File: config.mk
export PLATFORM = sky130hd
export DESIGN_NAME = dtr_regs
export DESIGN_NICKNAME = d
export VERILOG_FILES = /design/src/rtl/dtr_pkg.sv /design/src/rtl/dtr_aux_if.sv /design/src/rtl/dtr_aux_seq.sv /design/src/rtl/dtr_regs.sv
export SDC_FILE = /design/constraint.sdc
export NUM_CORES = 1
export LEC_CHECK = 0
export ABC_AREA = 1
export BUFFER_PORTS_ARGS = -buffer_cell sky130_fd_sc_hd__buf_2
export CORE_ASPECT_RATIO = 1.5
export CORE_MARGIN = 3
export CORE_UTILIZATION = 56
export DETAILED_ROUTE_END_ITERATION = 6
export GPL_TIMING_DRIVEN = 1
export PLACE_DENSITY = 0.8
export SLEW_MARGIN = 20
export SYNTH_ARGS = -nofsm -noshare
export SYNTH_HDL_FRONTEND = slang
export SYNTH_SLANG_ARGS = --single-unit
File: constraint.sdc
create_clock -name clk_sys_i -period 2 [get_ports clk_sys_i]
set_input_delay 0.3 -clock clk_sys_i [delete_from_list [all_inputs] [get_ports clk_sys_i]]
set_output_delay 0.3 -clock clk_sys_i [all_outputs]
set_load 0.05 [all_outputs]
File: src/rtl/dtr_pkg.sv
// Package of register offsets, reset values and sizes for the tone and ancillary register bank
package dtr_pkg;
  localparam logic [7:0] DTR_OFF_AVG_RATE   = 8'h6a;
  localparam logic [7:0] DTR_OFF_FRAME_L    = 8'h67;
  localparam logic [7:0] DTR_OFF_FRAME_M    = 8'h68;
  localparam logic [7:0] DTR_OFF_FRAME_H    = 8'h69;
  localparam logic [7:0] DTR_OFF_FW_VER     = 8'h71;
  localparam logic [7:0] DTR_OFF_RUN        = 8'h72;
  localparam logic [7:0] DTR_OFF_TREB_LO    = 8'h77;
  localparam logic [7:0] DTR_OFF_TREB_HI    = 8'h78;
  localparam logic [7:0] DTR_OFF_BASS_LO    = 8'h79;
  localparam logic [7:0] DTR_OFF_BASS_HI    = 8'h7a;
  localparam logic [7:0] DTR_OFF_TREB_GAIN  = 8'h7b;
  localparam logic [7:0] DTR_OFF_BASS_GAIN  = 8'h7c;
  localparam logic [7:0] DTR_OFF_HEADROOM   = 8'h7d;
  localparam logic [7:0] DTR_OFF_AUX_FIRST  = 8'h7e;
  localparam logic [7:0] DTR_OFF_AUX_LAST   = 8'hb5;
  localparam logic [7:0] DTR_OFF_AUX_READY  = 8'hb6;
  localparam logic [7:0] DTR_RST_VAL        = 8'h00;
  localparam int         DTR_AUX_BYTES      = 56;
  localparam int         DTR_RUN_BIT        = 0;
  localparam int         DTR_READY_BIT      = 0;
  localparam logic [7:0] DTR_GAIN_MAX       = 8'h0c;
  localparam logic [7:0] DTR_GAIN_MIN       = 8'hf4;
  localparam logic [7:0] DTR_FW_CODE_DFLT   = 8'h5a;
  typedef enum logic [2:0] {
    DTR_AUX_IDLE  = 3'b001,
    DTR_AUX_FILL  = 3'b010,
    DTR_AUX_DONE  = 3'b100
  } dtr_aux_state_t;
endpackage

File: src/rtl/dtr_aux_if.sv
// Interface carrying ancillary buffer writes from the fill sequencer to the bank
`timescale 1ns/1ns
interface dtr_aux_if;
  logic       wr_en;
  logic [5:0] wr_idx;
  logic [7:0] wr_data;
  logic       frame_done;
  modport seq  (output wr_en, output wr_idx, output wr_data, output frame_done);
  modport bank (input wr_en, input wr_idx, input wr_data, input frame_done);
endinterface

File: src/rtl/dtr_aux_seq.sv
// Sequencer that writes one frame of ancillary bytes in ascending order
`timescale 1ns/1ns
module dtr_aux_seq
  import dtr_pkg::*;
(
  // Clock and reset
  input  wire logic clk_sys_i,
  input  wire logic nrst_i,
  input  wire logic sw_rst_i,
  // Core byte stream
  input  wire logic       byte_valid_i,
  input  wire logic [7:0] byte_data_i,
  input  wire logic       frame_end_i,
  // Buffer write port
  dtr_aux_if.seq          aux
);
  dtr_aux_state_t state_q;
  logic [5:0]     idx_q;

  // ==========================================
  // Fill sequence
  // Index advances one slot per byte, stopping at DTR_AUX_BYTES, one past the last slot
  always_ff @(posedge clk_sys_i or negedge nrst_i)
  begin
    if (!nrst_i)
    begin
      state_q <= DTR_AUX_IDLE;
      idx_q   <= 6'h00;
    end
    else if (sw_rst_i)
    begin
      state_q <= DTR_AUX_IDLE;
      idx_q   <= 6'h00;
    end
    else
    begin
      case (state_q)
        DTR_AUX_IDLE:
        begin
          idx_q <= 6'h00;
          if (byte_valid_i)
          begin
            idx_q   <= 6'h01;
            state_q <= frame_end_i ? DTR_AUX_DONE : DTR_AUX_FILL;
          end
          else if (frame_end_i)
            state_q <= DTR_AUX_DONE;
        end
        DTR_AUX_FILL:
        begin
          if (byte_valid_i && idx_q != 6'(DTR_AUX_BYTES))
            idx_q <= idx_q + 6'h01;
          if (frame_end_i)
            state_q <= DTR_AUX_DONE;
        end
        DTR_AUX_DONE:
        begin
          idx_q   <= 6'h00;
          state_q <= DTR_AUX_IDLE;
        end
        default:
          state_q <= DTR_AUX_IDLE;
      endcase
    end
  end

  // Write strobe for the byte at the current slot
  assign aux.wr_en      = byte_valid_i && state_q != DTR_AUX_DONE
                          && idx_q != 6'(DTR_AUX_BYTES);
  assign aux.wr_idx     = (state_q == DTR_AUX_IDLE) ? 6'h00 : idx_q;
  assign aux.wr_data    = byte_data_i;
  // Done for the one cycle after frame end, even when bytes past the last slot were dropped
  assign aux.frame_done = (state_q == DTR_AUX_DONE);
endmodule

File: src/rtl/dtr_regs.sv
// Tone control and ancillary data register bank on the control-bus byte port
//
// Behaviour
// - Read-only average bitrate in kbit/s
// - Read-only firmware version after boot
// - Run bit starts decoding, reset clears
// - Treble corner joined high over low
// - Bass corner joined high over low
// - Treble gain signed, 1.5 dB steps
// - Bass gain signed, +-18 dB span
// - Headroom attenuates 1.5 dB per unit
// - 56 read-only ancillary bytes, contiguous
// - Ancillary bytes written ascending order
// - Ready flag shows new ancillary block
// - 24-bit frame counter per decoded frame
`timescale 1ns/1ns
module dtr_regs
  import dtr_pkg::*;
#(
  parameter int         AUX_BYTES = DTR_AUX_BYTES,
  parameter logic [7:0] FW_CODE   = DTR_FW_CODE_DFLT  // Arbitrary value
)
(
  // Clock and reset
  input  wire logic        clk_sys_i,
  input  wire logic        nrst_i,
  input  wire logic        sw_rst_i,
  // Register byte port from the control-bus slave
  input  wire logic [7:0]  reg_addr_i,
  input  wire logic        reg_wr_i,
  input  wire logic [7:0]  reg_wdata_i,
  input  wire logic        reg_rd_i,
  output logic [7:0]       reg_rdata_o,
  // Decoder core status
  input  wire logic        boot_done_i,
  input  wire logic [7:0]  avg_rate_bits_i,
  input  wire logic        frame_decoded_i,
  // Ancillary byte stream from the core
  input  wire logic        aux_valid_i,
  input  wire logic [7:0]  aux_data_i,
  input  wire logic        aux_frame_end_i,
  // Tone settings to the filter path, run flag, ready flag and frame count
  output logic             decode_run_o,
  output logic [15:0]      treble_corner_value_o,
  output logic [15:0]      bass_corner_value_o,
  output logic [7:0]       treble_gain_bits_o,
  output logic [7:0]       bass_gain_bits_o,
  output logic [7:0]       headroom_bits_o,
  output logic             aux_payload_ready_o,
  output logic [23:0]      decoded_frame_counter_o
);
  // Elaboration check: the buffer window is fixed by the address map
  if (AUX_BYTES != DTR_AUX_BYTES)
  begin : g_bad_aux_bytes
    $error("AUX_BYTES must match the ancillary window size");
  end

  dtr_aux_if aux ();

  logic [7:0]  avg_q;
  logic [7:0]  fw_q;
  logic        run_q;
  logic [7:0]  treb_lo_q;
  logic [7:0]  treb_hi_q;
  logic [7:0]  bass_lo_q;
  logic [7:0]  bass_hi_q;
  logic [7:0]  treb_gain_q;
  logic [7:0]  bass_gain_q;
  logic [7:0]  head_q;
  logic        ready_q;
  logic [23:0] frame_q;
  logic [7:0]  rdata_q;
  logic [7:0]  aux_mem [AUX_BYTES];
  logic [7:0]  aux_off;
  logic [7:0]  rdata_d;
  logic        in_aux;
  logic        wr_run;
  logic        wr_treb_lo;
  logic        wr_treb_hi;
  logic        wr_bass_lo;
  logic        wr_bass_hi;
  logic        wr_treb_gain;
  logic        wr_bass_gain;
  logic        wr_head;
  logic        wr_ready_clr;

  // ==========================================
  // Fill sequencer
  dtr_aux_seq u_seq (
    .clk_sys_i    (clk_sys_i),
    .nrst_i       (nrst_i),
    .sw_rst_i     (sw_rst_i),
    .byte_valid_i (aux_valid_i),
    .byte_data_i  (aux_data_i),
    .frame_end_i  (aux_frame_end_i),
    .aux          (aux.seq)
  );

  // ==========================================
  // Status registers
  // Average bitrate sampled from the core; firmware code loaded from FW_CODE once boot is done
  always_ff @(posedge clk_sys_i or negedge nrst_i)
  begin
    if (!nrst_i)
    begin
      avg_q <= DTR_RST_VAL;
      fw_q  <= DTR_RST_VAL;
    end
    else if (sw_rst_i)
    begin
      avg_q <= DTR_RST_VAL;
    end
    else
    begin
      avg_q <= avg_rate_bits_i;
      if (boot_done_i)
        fw_q <= FW_CODE;
    end
  end

  // Frame counter, one step per decoded frame
  always_ff @(posedge clk_sys_i or negedge nrst_i)
  begin
    if (!nrst_i)
      frame_q <= 24'h000000;
    else if (sw_rst_i)
      frame_q <= 24'h000000;
    else if (frame_decoded_i)
      frame_q <= frame_q + 24'h000001;
  end

  // ==========================================
  // Write decode
  // One strobe per writable byte; writes to read-only or unmapped bytes fall away
  assign wr_run       = reg_wr_i && (reg_addr_i == DTR_OFF_RUN);
  assign wr_treb_lo   = reg_wr_i && (reg_addr_i == DTR_OFF_TREB_LO);
  assign wr_treb_hi   = reg_wr_i && (reg_addr_i == DTR_OFF_TREB_HI);
  assign wr_bass_lo   = reg_wr_i && (reg_addr_i == DTR_OFF_BASS_LO);
  assign wr_bass_hi   = reg_wr_i && (reg_addr_i == DTR_OFF_BASS_HI);
  assign wr_treb_gain = reg_wr_i && (reg_addr_i == DTR_OFF_TREB_GAIN);
  assign wr_bass_gain = reg_wr_i && (reg_addr_i == DTR_OFF_BASS_GAIN);
  assign wr_head      = reg_wr_i && (reg_addr_i == DTR_OFF_HEADROOM);
  assign wr_ready_clr = reg_wr_i && (reg_addr_i == DTR_OFF_AUX_READY)
                        && !reg_wdata_i[DTR_READY_BIT];

  // ==========================================
  // Control registers
  // Run flag; the host sets it only once the tone fields are in place
  always_ff @(posedge clk_sys_i or negedge nrst_i)
  begin
    if (!nrst_i)
      run_q <= 1'b0;
    else if (sw_rst_i)
      run_q <= 1'b0;
    else if (wr_run)
      run_q <= reg_wdata_i[DTR_RUN_BIT];
  end

  // Corner frequency bytes, high over low, no shadowing between the halves
  always_ff @(posedge clk_sys_i or negedge nrst_i)
  begin
    if (!nrst_i)
    begin
      treb_lo_q <= DTR_RST_VAL;
      treb_hi_q <= DTR_RST_VAL;
      bass_lo_q <= DTR_RST_VAL;
      bass_hi_q <= DTR_RST_VAL;
    end
    else if (sw_rst_i)
    begin
      treb_lo_q <= DTR_RST_VAL;
      treb_hi_q <= DTR_RST_VAL;
      bass_lo_q <= DTR_RST_VAL;
      bass_hi_q <= DTR_RST_VAL;
    end
    else
    begin
      if (wr_treb_lo)
        treb_lo_q <= reg_wdata_i;
      if (wr_treb_hi)
        treb_hi_q <= reg_wdata_i;
      if (wr_bass_lo)
        bass_lo_q <= reg_wdata_i;
      if (wr_bass_hi)
        bass_hi_q <= reg_wdata_i;
    end
  end

  // Gain and headroom codes, held as written; keeping them in range is the host's job
  always_ff @(posedge clk_sys_i or negedge nrst_i)
  begin
    if (!nrst_i)
    begin
      treb_gain_q <= DTR_RST_VAL;
      bass_gain_q <= DTR_RST_VAL;
      head_q      <= DTR_RST_VAL;
    end
    else if (sw_rst_i)
    begin
      treb_gain_q <= DTR_RST_VAL;
      bass_gain_q <= DTR_RST_VAL;
      head_q      <= DTR_RST_VAL;
    end
    else
    begin
      if (wr_treb_gain)
        treb_gain_q <= reg_wdata_i;
      if (wr_bass_gain)
        bass_gain_q <= reg_wdata_i;
      if (wr_head)
        head_q <= reg_wdata_i;
    end
  end

  // ==========================================
  // Ancillary buffer and ready flag
  // Buffer bytes, written only by the sequencer
  always_ff @(posedge clk_sys_i or negedge nrst_i)
  begin
    if (!nrst_i)
    begin
      for (int i = 0; i < AUX_BYTES; i++)
        aux_mem[i] <= DTR_RST_VAL;
    end
    else if (sw_rst_i)
    begin
      for (int i = 0; i < AUX_BYTES; i++)
        aux_mem[i] <= DTR_RST_VAL;
    end
    else if (aux.wr_en)
      aux_mem[aux.wr_idx] <= aux.wr_data;
  end

  // Ready set on the sequencer's frame done, the cycle after frame end; a set in the clearing cycle wins
  always_ff @(posedge clk_sys_i or negedge nrst_i)
  begin
    if (!nrst_i)
      ready_q <= 1'b0;
    else if (sw_rst_i)
      ready_q <= 1'b0;
    else if (aux.frame_done)
      ready_q <= 1'b1;
    else if (wr_ready_clr)
      ready_q <= 1'b0;
  end

  // ==========================================
  // Read path
  // Decode of the read address; unmapped bytes read zero
  assign in_aux  = (reg_addr_i >= DTR_OFF_AUX_FIRST) && (reg_addr_i <= DTR_OFF_AUX_LAST);
  assign aux_off = reg_addr_i - DTR_OFF_AUX_FIRST;

  always_comb
  begin
    rdata_d = 8'h00;
    if (in_aux)
      rdata_d = aux_mem[aux_off[5:0]];
    else
    begin
      case (reg_addr_i)
        DTR_OFF_AVG_RATE:  rdata_d = avg_q;
        DTR_OFF_FW_VER:    rdata_d = fw_q;
        DTR_OFF_RUN:       rdata_d = {7'h00, run_q};
        DTR_OFF_TREB_LO:   rdata_d = treb_lo_q;
        DTR_OFF_TREB_HI:   rdata_d = treb_hi_q;
        DTR_OFF_BASS_LO:   rdata_d = bass_lo_q;
        DTR_OFF_BASS_HI:   rdata_d = bass_hi_q;
        DTR_OFF_TREB_GAIN: rdata_d = treb_gain_q;
        DTR_OFF_BASS_GAIN: rdata_d = bass_gain_q;
        DTR_OFF_HEADROOM:  rdata_d = head_q;
        DTR_OFF_AUX_READY: rdata_d = {7'h00, ready_q};
        DTR_OFF_FRAME_L:   rdata_d = frame_q[7:0];
        DTR_OFF_FRAME_M:   rdata_d = frame_q[15:8];
        DTR_OFF_FRAME_H:   rdata_d = frame_q[23:16];
        default:           rdata_d = 8'h00;
      endcase
    end
  end

  // Registered read data, updated on each read strobe
  always_ff @(posedge clk_sys_i or negedge nrst_i)
  begin
    if (!nrst_i)
      rdata_q <= 8'h00;
    else if (reg_rd_i)
      rdata_q <= rdata_d;
  end

  // ==========================================
  // Outputs, all straight from flip-flops
  assign reg_rdata_o             = rdata_q;
  assign decode_run_o            = run_q;
  assign treble_corner_value_o   = {treb_hi_q, treb_lo_q};
  assign bass_corner_value_o     = {bass_hi_q, bass_lo_q};
  assign treble_gain_bits_o      = treb_gain_q;
  assign bass_gain_bits_o        = bass_gain_q;
  assign headroom_bits_o         = head_q;
  assign aux_payload_ready_o     = ready_q;
  assign decoded_frame_counter_o = frame_q;
endmodule
* Yosys cells after proc, flatten, opt, wreduce, memory -nomap -nowiden *
Cells that the tools add are included.

word-level totals
  bits of input ports = 41
  memories kept = 0
  flip-flop bits (word level) = 556
  word-level logic and storage cells = 174
  memory bits (read-only) = 0
  latch bits = 0
  RAM bits = 0

cells by class
  $lt $le $gt $ge = 5
  reductions and logical operators = 30
  $mul = 0
  bitwise operators = 3
  shifts and indexed selects = 0
  muxes and demuxes = 42
  equality and inequality tests = 20
  div/mod/pow operators = 0
  add/subtract/negate cells = 3

operators with widths
  kind                                                                                 count
  448-bit two-way mux                                                                  2
  448-bit bitwise mux                                                                  1
  8-bit two-way mux                                                                    19
  8-bit one-hot mux with 14 select lines                                               1
  8-bit by 7-bit == test with 1-bit output, second input constant                      13
  8-bit binary-select mux with 6-bit select                                            1
  8-bit demux with 6-bit select                                                        1
  24-bit two-way mux                                                                   2
  24-bit by 1-bit adder with 24-bit output, second input constant                      1
  2-bit nonzero test                                                                   10
  6-bit two-way mux                                                                    3
  6-bit one-hot mux with 3 select lines                                                1
  1-bit logical AND                                                                    15
  7-bit greater-or-equal comparator, second input constant                             2
  6-bit inverter with 7-bit output                                                     2
  3-bit two-way mux                                                                    4
  8-bit == test, second input constant                                                 1
  8-bit by 7-bit greater-or-equal comparator with 1-bit output, second input constant  1
  8-bit <= comparator, second input constant                                           1
  7-bit by 1-bit less-than comparator with 1-bit output, second input constant         1
  6-bit by 1-bit adder with 6-bit output, second input constant                        1
  1-bit two-way mux                                                                    6
  6-bit != test, second input constant                                                 1
  3-bit one-hot mux with 2 select lines                                                1
  11 further kinds                                                                     12

* Logic depth before layout (Yosys ltp) *
  depth after elaboration = 10
  depth in mapped cells = 15
  gate-level depth less buffers = 13

* Cells and area by module *
Synthesis repeated with hierarchy kept, for this count alone.

unflattened totals
  cells, all modules = 3364
  area, all modules = 26599.3 um^2

modules (own cells, without submodules)
  module       cells each  instances  area each (um^2)
  dtr_regs     3267        1          25888.6
  dtr_aux_seq  97          1          710.7

* Least setup slack after synthesis *
OpenSTA, ideal clock, no wires.

  path kind = register -> register
  from = register frame_q[3], in the netlist decoded_frame_counter_o[3]
  to = register frame_q[21], in the netlist decoded_frame_counter_o[21]
  data required time = 1881 ps
  path slack = -7 ps
  period minus slack after synthesis = 2007 ps
  setup time = 119 ps
  stages on the path, launching flop included = 11
  arrival time = 1888 ps
  cell sequence = dfrtp_1 -> inv_1 -> nor3_2 -> nand3_1 -> nor2_1 -> nand2_1 -> nor2_1 -> nand3_1 -> nand2_1 -> nand2_1 -> o21a_1

between the ends
  word-level cells in the longest chain between the ends = 3

RTL lines
  element                                   RTL line         text
  start: declaration                        dtr_regs.sv:71   logic [23:0] frame_q;
  start signal: assignment                  dtr_regs.sv:129  frame_q <= frame_q + 24'h000001;
  24-bit by 1-bit adder with 24-bit output  dtr_regs.sv:129
  24-bit two-way mux                        dtr_regs.sv:128  else if (frame_decoded_i)
  24-bit two-way mux                        dtr_regs.sv:126  else if (sw_rst_i)

No other way between the ends. The select of a mux whose other input is x is not followed.
A chain may end at the register's enable or synchronous reset.

* Final worst setup path *
  from = register u_seq.idx_q[0]
  to = register aux_mem[70] (netlist name)

between the ends
  word-level cells in the longest chain between the ends = 9
  elaborated cells between the ends (all ways) = 13
  classes of those cells = order compare: 2; eq/ne: 1; mux: 6; bitwise: 1; reduce/logical: 3

RTL lines
  element                                                                                                                           RTL line           text
  start: declaration                                                                                                                dtr_aux_seq.sv:18  logic [5:0] idx_q;
  start signal: assignment                                                                                                          dtr_aux_seq.sv:52  idx_q <= idx_q + 6'h01;
  6-bit two-way mux                                                                                                                 dtr_aux_seq.sv:70  assign aux.wr_idx = (state_q == DTR_AUX_IDLE) ? 6'h00 : idx_q;
  6-bit inverter with 7-bit output (implied by the code)                                                                            dtr_regs.sv:231    aux_mem[aux.wr_idx] <= aux.wr_data;
  7-bit greater-or-equal comparator (implied by the code) or 7-bit by 1-bit less-than comparator with 1-bit output (tied branches)  dtr_regs.sv:231
  1-bit logical AND (implied by the code)                                                                                           dtr_regs.sv:231
  8-bit two-way mux (implied by the code)                                                                                           dtr_regs.sv:231
  8-bit demux with 6-bit select                                                                                                     dtr_regs.sv:231
  448-bit bitwise mux                                                                                                               dtr_regs.sv:231
  448-bit two-way mux                                                                                                               dtr_regs.sv:230    else if (aux.wr_en)
  448-bit two-way mux                                                                                                               dtr_regs.sv:225    else if (sw_rst_i)
  end signal: indexed assignment                                                                                                    dtr_regs.sv:231
  end: declaration                                                                                                                  dtr_regs.sv:73     logic [7:0] aux_mem [AUX_BYTES];

Several ways; a longest one is shown, not always the timed one. The select of a mux whose other input is x is not followed.

==> metrics.cfg <==
[status]
outcome = finished clean

[floorplanning]
initial_core_util = 0.567
ios = 131
rows = 97
die_y_um = 272
dieArea_um2 = 50000
fp.dieW_um = 184
coreArea_um2 = 46700

[clock_tree]
ctsHtreeMaxLevel = 2
clock-sinks = 556
cts_buffer_depth = 3
numCtsBuffers = 51
clk_pin_slew_ns = 0.07
cts_tree = yes
root_buffer = clkbuf_16
clk_latency_ns = 0.60

[yosys]
netlist.area_leader.share = 0.524
ys_seq_area_frac = 0.525
syn_area_per_cell_um2 = 8.14
syn-cell-area_um2 = 26500
ys_top_cells_by_area = dfrtp_1 (52%), nand3_1 (8.2%), nand2_1 (7.3%)
synthesis.nets = 3302
yosysWarnings = 0
synth_edf_count = 0
synth_cell_types = 47
synth_async_sr_flop_share = 1.00
synth_ff_type = dfrtp_1
yosys.area.top_type = dfrtp_1
synth-seq-cells = 556
synthCells = 3257

[pwr]
ir_drop_mv = 0.753
leakagePower_nw = 14.6
p_per_area_nw_per_um2 = 781

[detailed_routing]
drt_iter0_drc = 2728
drt-pass1-iter-count = 7
finalWirelength_mm = 92.0
num_vias = 25600
drcViolationCount = 0
via_per_inst = 6.21
wl_per_cell_um = 22.3
drt.antenna.violating_nets = 0

[flow_run]
maxCapViolations = 0

[place]
placed_cells = 4017
place_hpwl_mm = 62.1
place.port_buffers = 130
gp_congestion = 1.02

[grt]
grt_pass1_vias = 25200
overflow = 0
grt_max_degree = 95
grtUsageTotal = 0.363
grt_pass1_wl_mm = 141
antenna_found_initial = 0

[setup_path]
r2r_start = u_seq.idx_q[0]
rr_endpoint = aux_mem[70]
ff2ff_setup_slack_ns = 0.05
reg2reg_depth = 11
cp.arrival_ns = 2.41
path_max_fanout = 9
path_class = reg2reg
end_kind = flop
worst_setup_path_start_kind = flop
required_ns = 2.46

[worst_hold_path]
min_path_cells = 3
hold_class = in2reg
worstHoldStart = aux_valid_i
worstHoldEndpoint = u_seq.state_q[1]

[sta]
worst_slew_pin_slew_ns = 0.579
fin_crit_ns = 1.95
rsz0062_at_grt = yes
finalMaxSlewViolations = 0
final.setup_skew_ns = 0.0216
max_freq_mhz = 512
final.period_utilization = 0.976
slew_headroom = 0.613
hold_viol = 0
setup_viol = 0
whs_ns = 0.0436

[cells_and_area]
finalNonFillerCells = 4122
area_growth_pct = 20.7
drive_gt1_frac = 0.173
fillCellCount = 3604
nNetsFinal = 3535
n_antenna_cell = 0

[routing by layer]
layer,global-route usage,vias to the layer above,share of wire
met3,0.0560,429,0.090
met4,0.251,0,0.084
li1,-,11400,-
met5,0,-,0
met1,0.437,12200,0.35
met2,0.597,1565,0.48
[how the worst max path moves through the flow]
stage | start | end | slack [ns]
finish | u_seq.idx_q[0] | aux_mem[70] | 0.05
global route | u_seq.idx_q[0] | aux_mem[70] | -0.04
CTS | u_seq.idx_q[1] | aux_mem[143] | 0.01
detailed placement | reg_addr_i[1] | reg_rdata_o[1] | -0.32
global placement | reg_addr_i[1] | reg_rdata_o[1] | -0.34
floorplan | decoded_frame_counter_o[0] | decoded_frame_counter_o[18] | 0.01
[layout make-up]
class / count / area, µm² / area share
tap: 594 / 743 / 0.0232
clock inverter: 12 / 228 / 0.00712
inverter: 319 / 1210 / 0.0378
multi-input combinational: 2163 / 10800 / 0.336
clock buffer: 79 / 1540 / 0.0482
sequential: 556 / 13900 / 0.435
timing repair buffer: 399 / 3590 / 0.112
[stage by stage]
stage | utilization | cell area [µm²] | total power [W] | TNS [ns] | setup slack [ns]
detailed placement | 0.635 | 29700 | 0.0147 | -1.95 | -0.316
global placement | 0.635 | 29700 | 0.0146 | -1.87 | -0.338
global route | 0.685 | 32000 | 0.0257 | -0.366 | -0.0407
CTS | 0.676 | 31600 | 0.0249 | 0 | 0.0107
finish | 0.685 | 32000 | 0.0250 | 0 | 0.0473
floorplan | - | 26500 | 0.0132 | 0 | 0.0128
[critical path, stage by stage, from the launching register on]
cell	delay (ns)
dfrtp_1	0.35
inv_1	0.06
ha_1	0.20
nand4_2	0.11
o21ai_4	0.07
a31oi_4	0.17
buf_12	0.22
buf_4	0.18
nand2_1	0.13
buf_6	0.17
nand3_1	0.07
o21ai_1	0.08
[timing repair]
action                                 in CTS  in global routing
setup endpoints to repair                   5                247
hold buffers                               11                  0
cloned                                      0                  2
endpoints found under the hold margin      48                  0
setup buffers                               0                  1
gates resized for setup                     4                 88
[cells by family (layout without fill, tap and decap cells)]
| group | count (synthesis) | in the layout | share of synthesized area |
|---|---|---|---|
| AND/OR/NAND/NOR | 1409 | 1409 | 0.234 |
| AO/OA/AOI/OAI | 746 | 746 | 0.153 |
| flip-flops | 556 | 556 | 0.525 |
| buffers and inverters | 538 | 809 | 0.0839 |
| adder cells (fa/ha/maj) | 4 | 4 | 0.00189 |
| XOR/XNOR | 4 | 4 | 0.00132 |
[power by group]
part | total, W | leakage (nW) | internal [W] | switching, W
Clock | 0.0104 | 0.865 | 0.00606 | 0.00431
Combinational | 0.00309 | 6.05 | 0.000851 | 0.00224
Sequential | 0.0115 | 7.67 | 0.0114 | 0.000127
Total | 0.0250 | 14.6 | 0.0183 | 0.00668
[placed cells by master, fill, tap and decap left out, types with 3 or more instances in the layout]
master	Yosys	layout
a21oi_1	152	152
buf_12	0	65
buf_2	99	129
buf_4	4	186
buf_6	8	3
bufinv_16	0	6
clkbuf_1	77	13
clkbuf_16	0	54
clkbuf_8	0	14
clkinv_2	0	3
dfrtp_1	555	552
dfrtp_2	0	3
dlygate4sd3_1	0	11
ha_1	4	3
inv_1	303	303
inv_2	12	12
nand2_1	515	477
nand2_2	43	53
nand2_4	0	27
nand3_1	433	433
nand4_1	53	53
nor2_1	332	322
nor2_2	1	8
nor2_4	1	4
nor3_1	15	14
nor3_2	3	3
nor3_4	4	5
nor4_1	3	3
o21ai_0	231	226
o21ai_1	151	156
o22ai_1	194	183
o22ai_2	0	11
[flip-flops by register name, indices dropped and copies added, names as in the netlist]
register and count:
aux_mem 448, treble_gain_bits_o 8, bass_gain_bits_o 8, decode_run_o 1
fw_q 1, treb_lo_q 8, reg_rdata_o 8, headroom_bits_o 8
u_seq.state_q 3, decoded_frame_counter_o 24, bass_lo_q 8, avg_q 8
bass_hi_q 8, u_seq.idx_q 6, aux_payload_ready_o 1, treb_hi_q 8
[synth_stat cells, types with 3 or more instances]
cell	n
clkbuf_1	77
o22ai_1	194
buf_2	99
nor3_2	3
nor3_4	4
buf_4	4
inv_2	12
inv_1	303
o21ai_1	151
dfrtp_1	555
o21ai_0	231
buf_1	31
nand2_2	43
nor4_1	3
nand2_1	515
nor2_1	332
a21oi_1	152
nor3_1	15
ha_1	4
nand4_1	53
buf_6	8
nand3_1	433
Power figures use the tool's default switching activity.
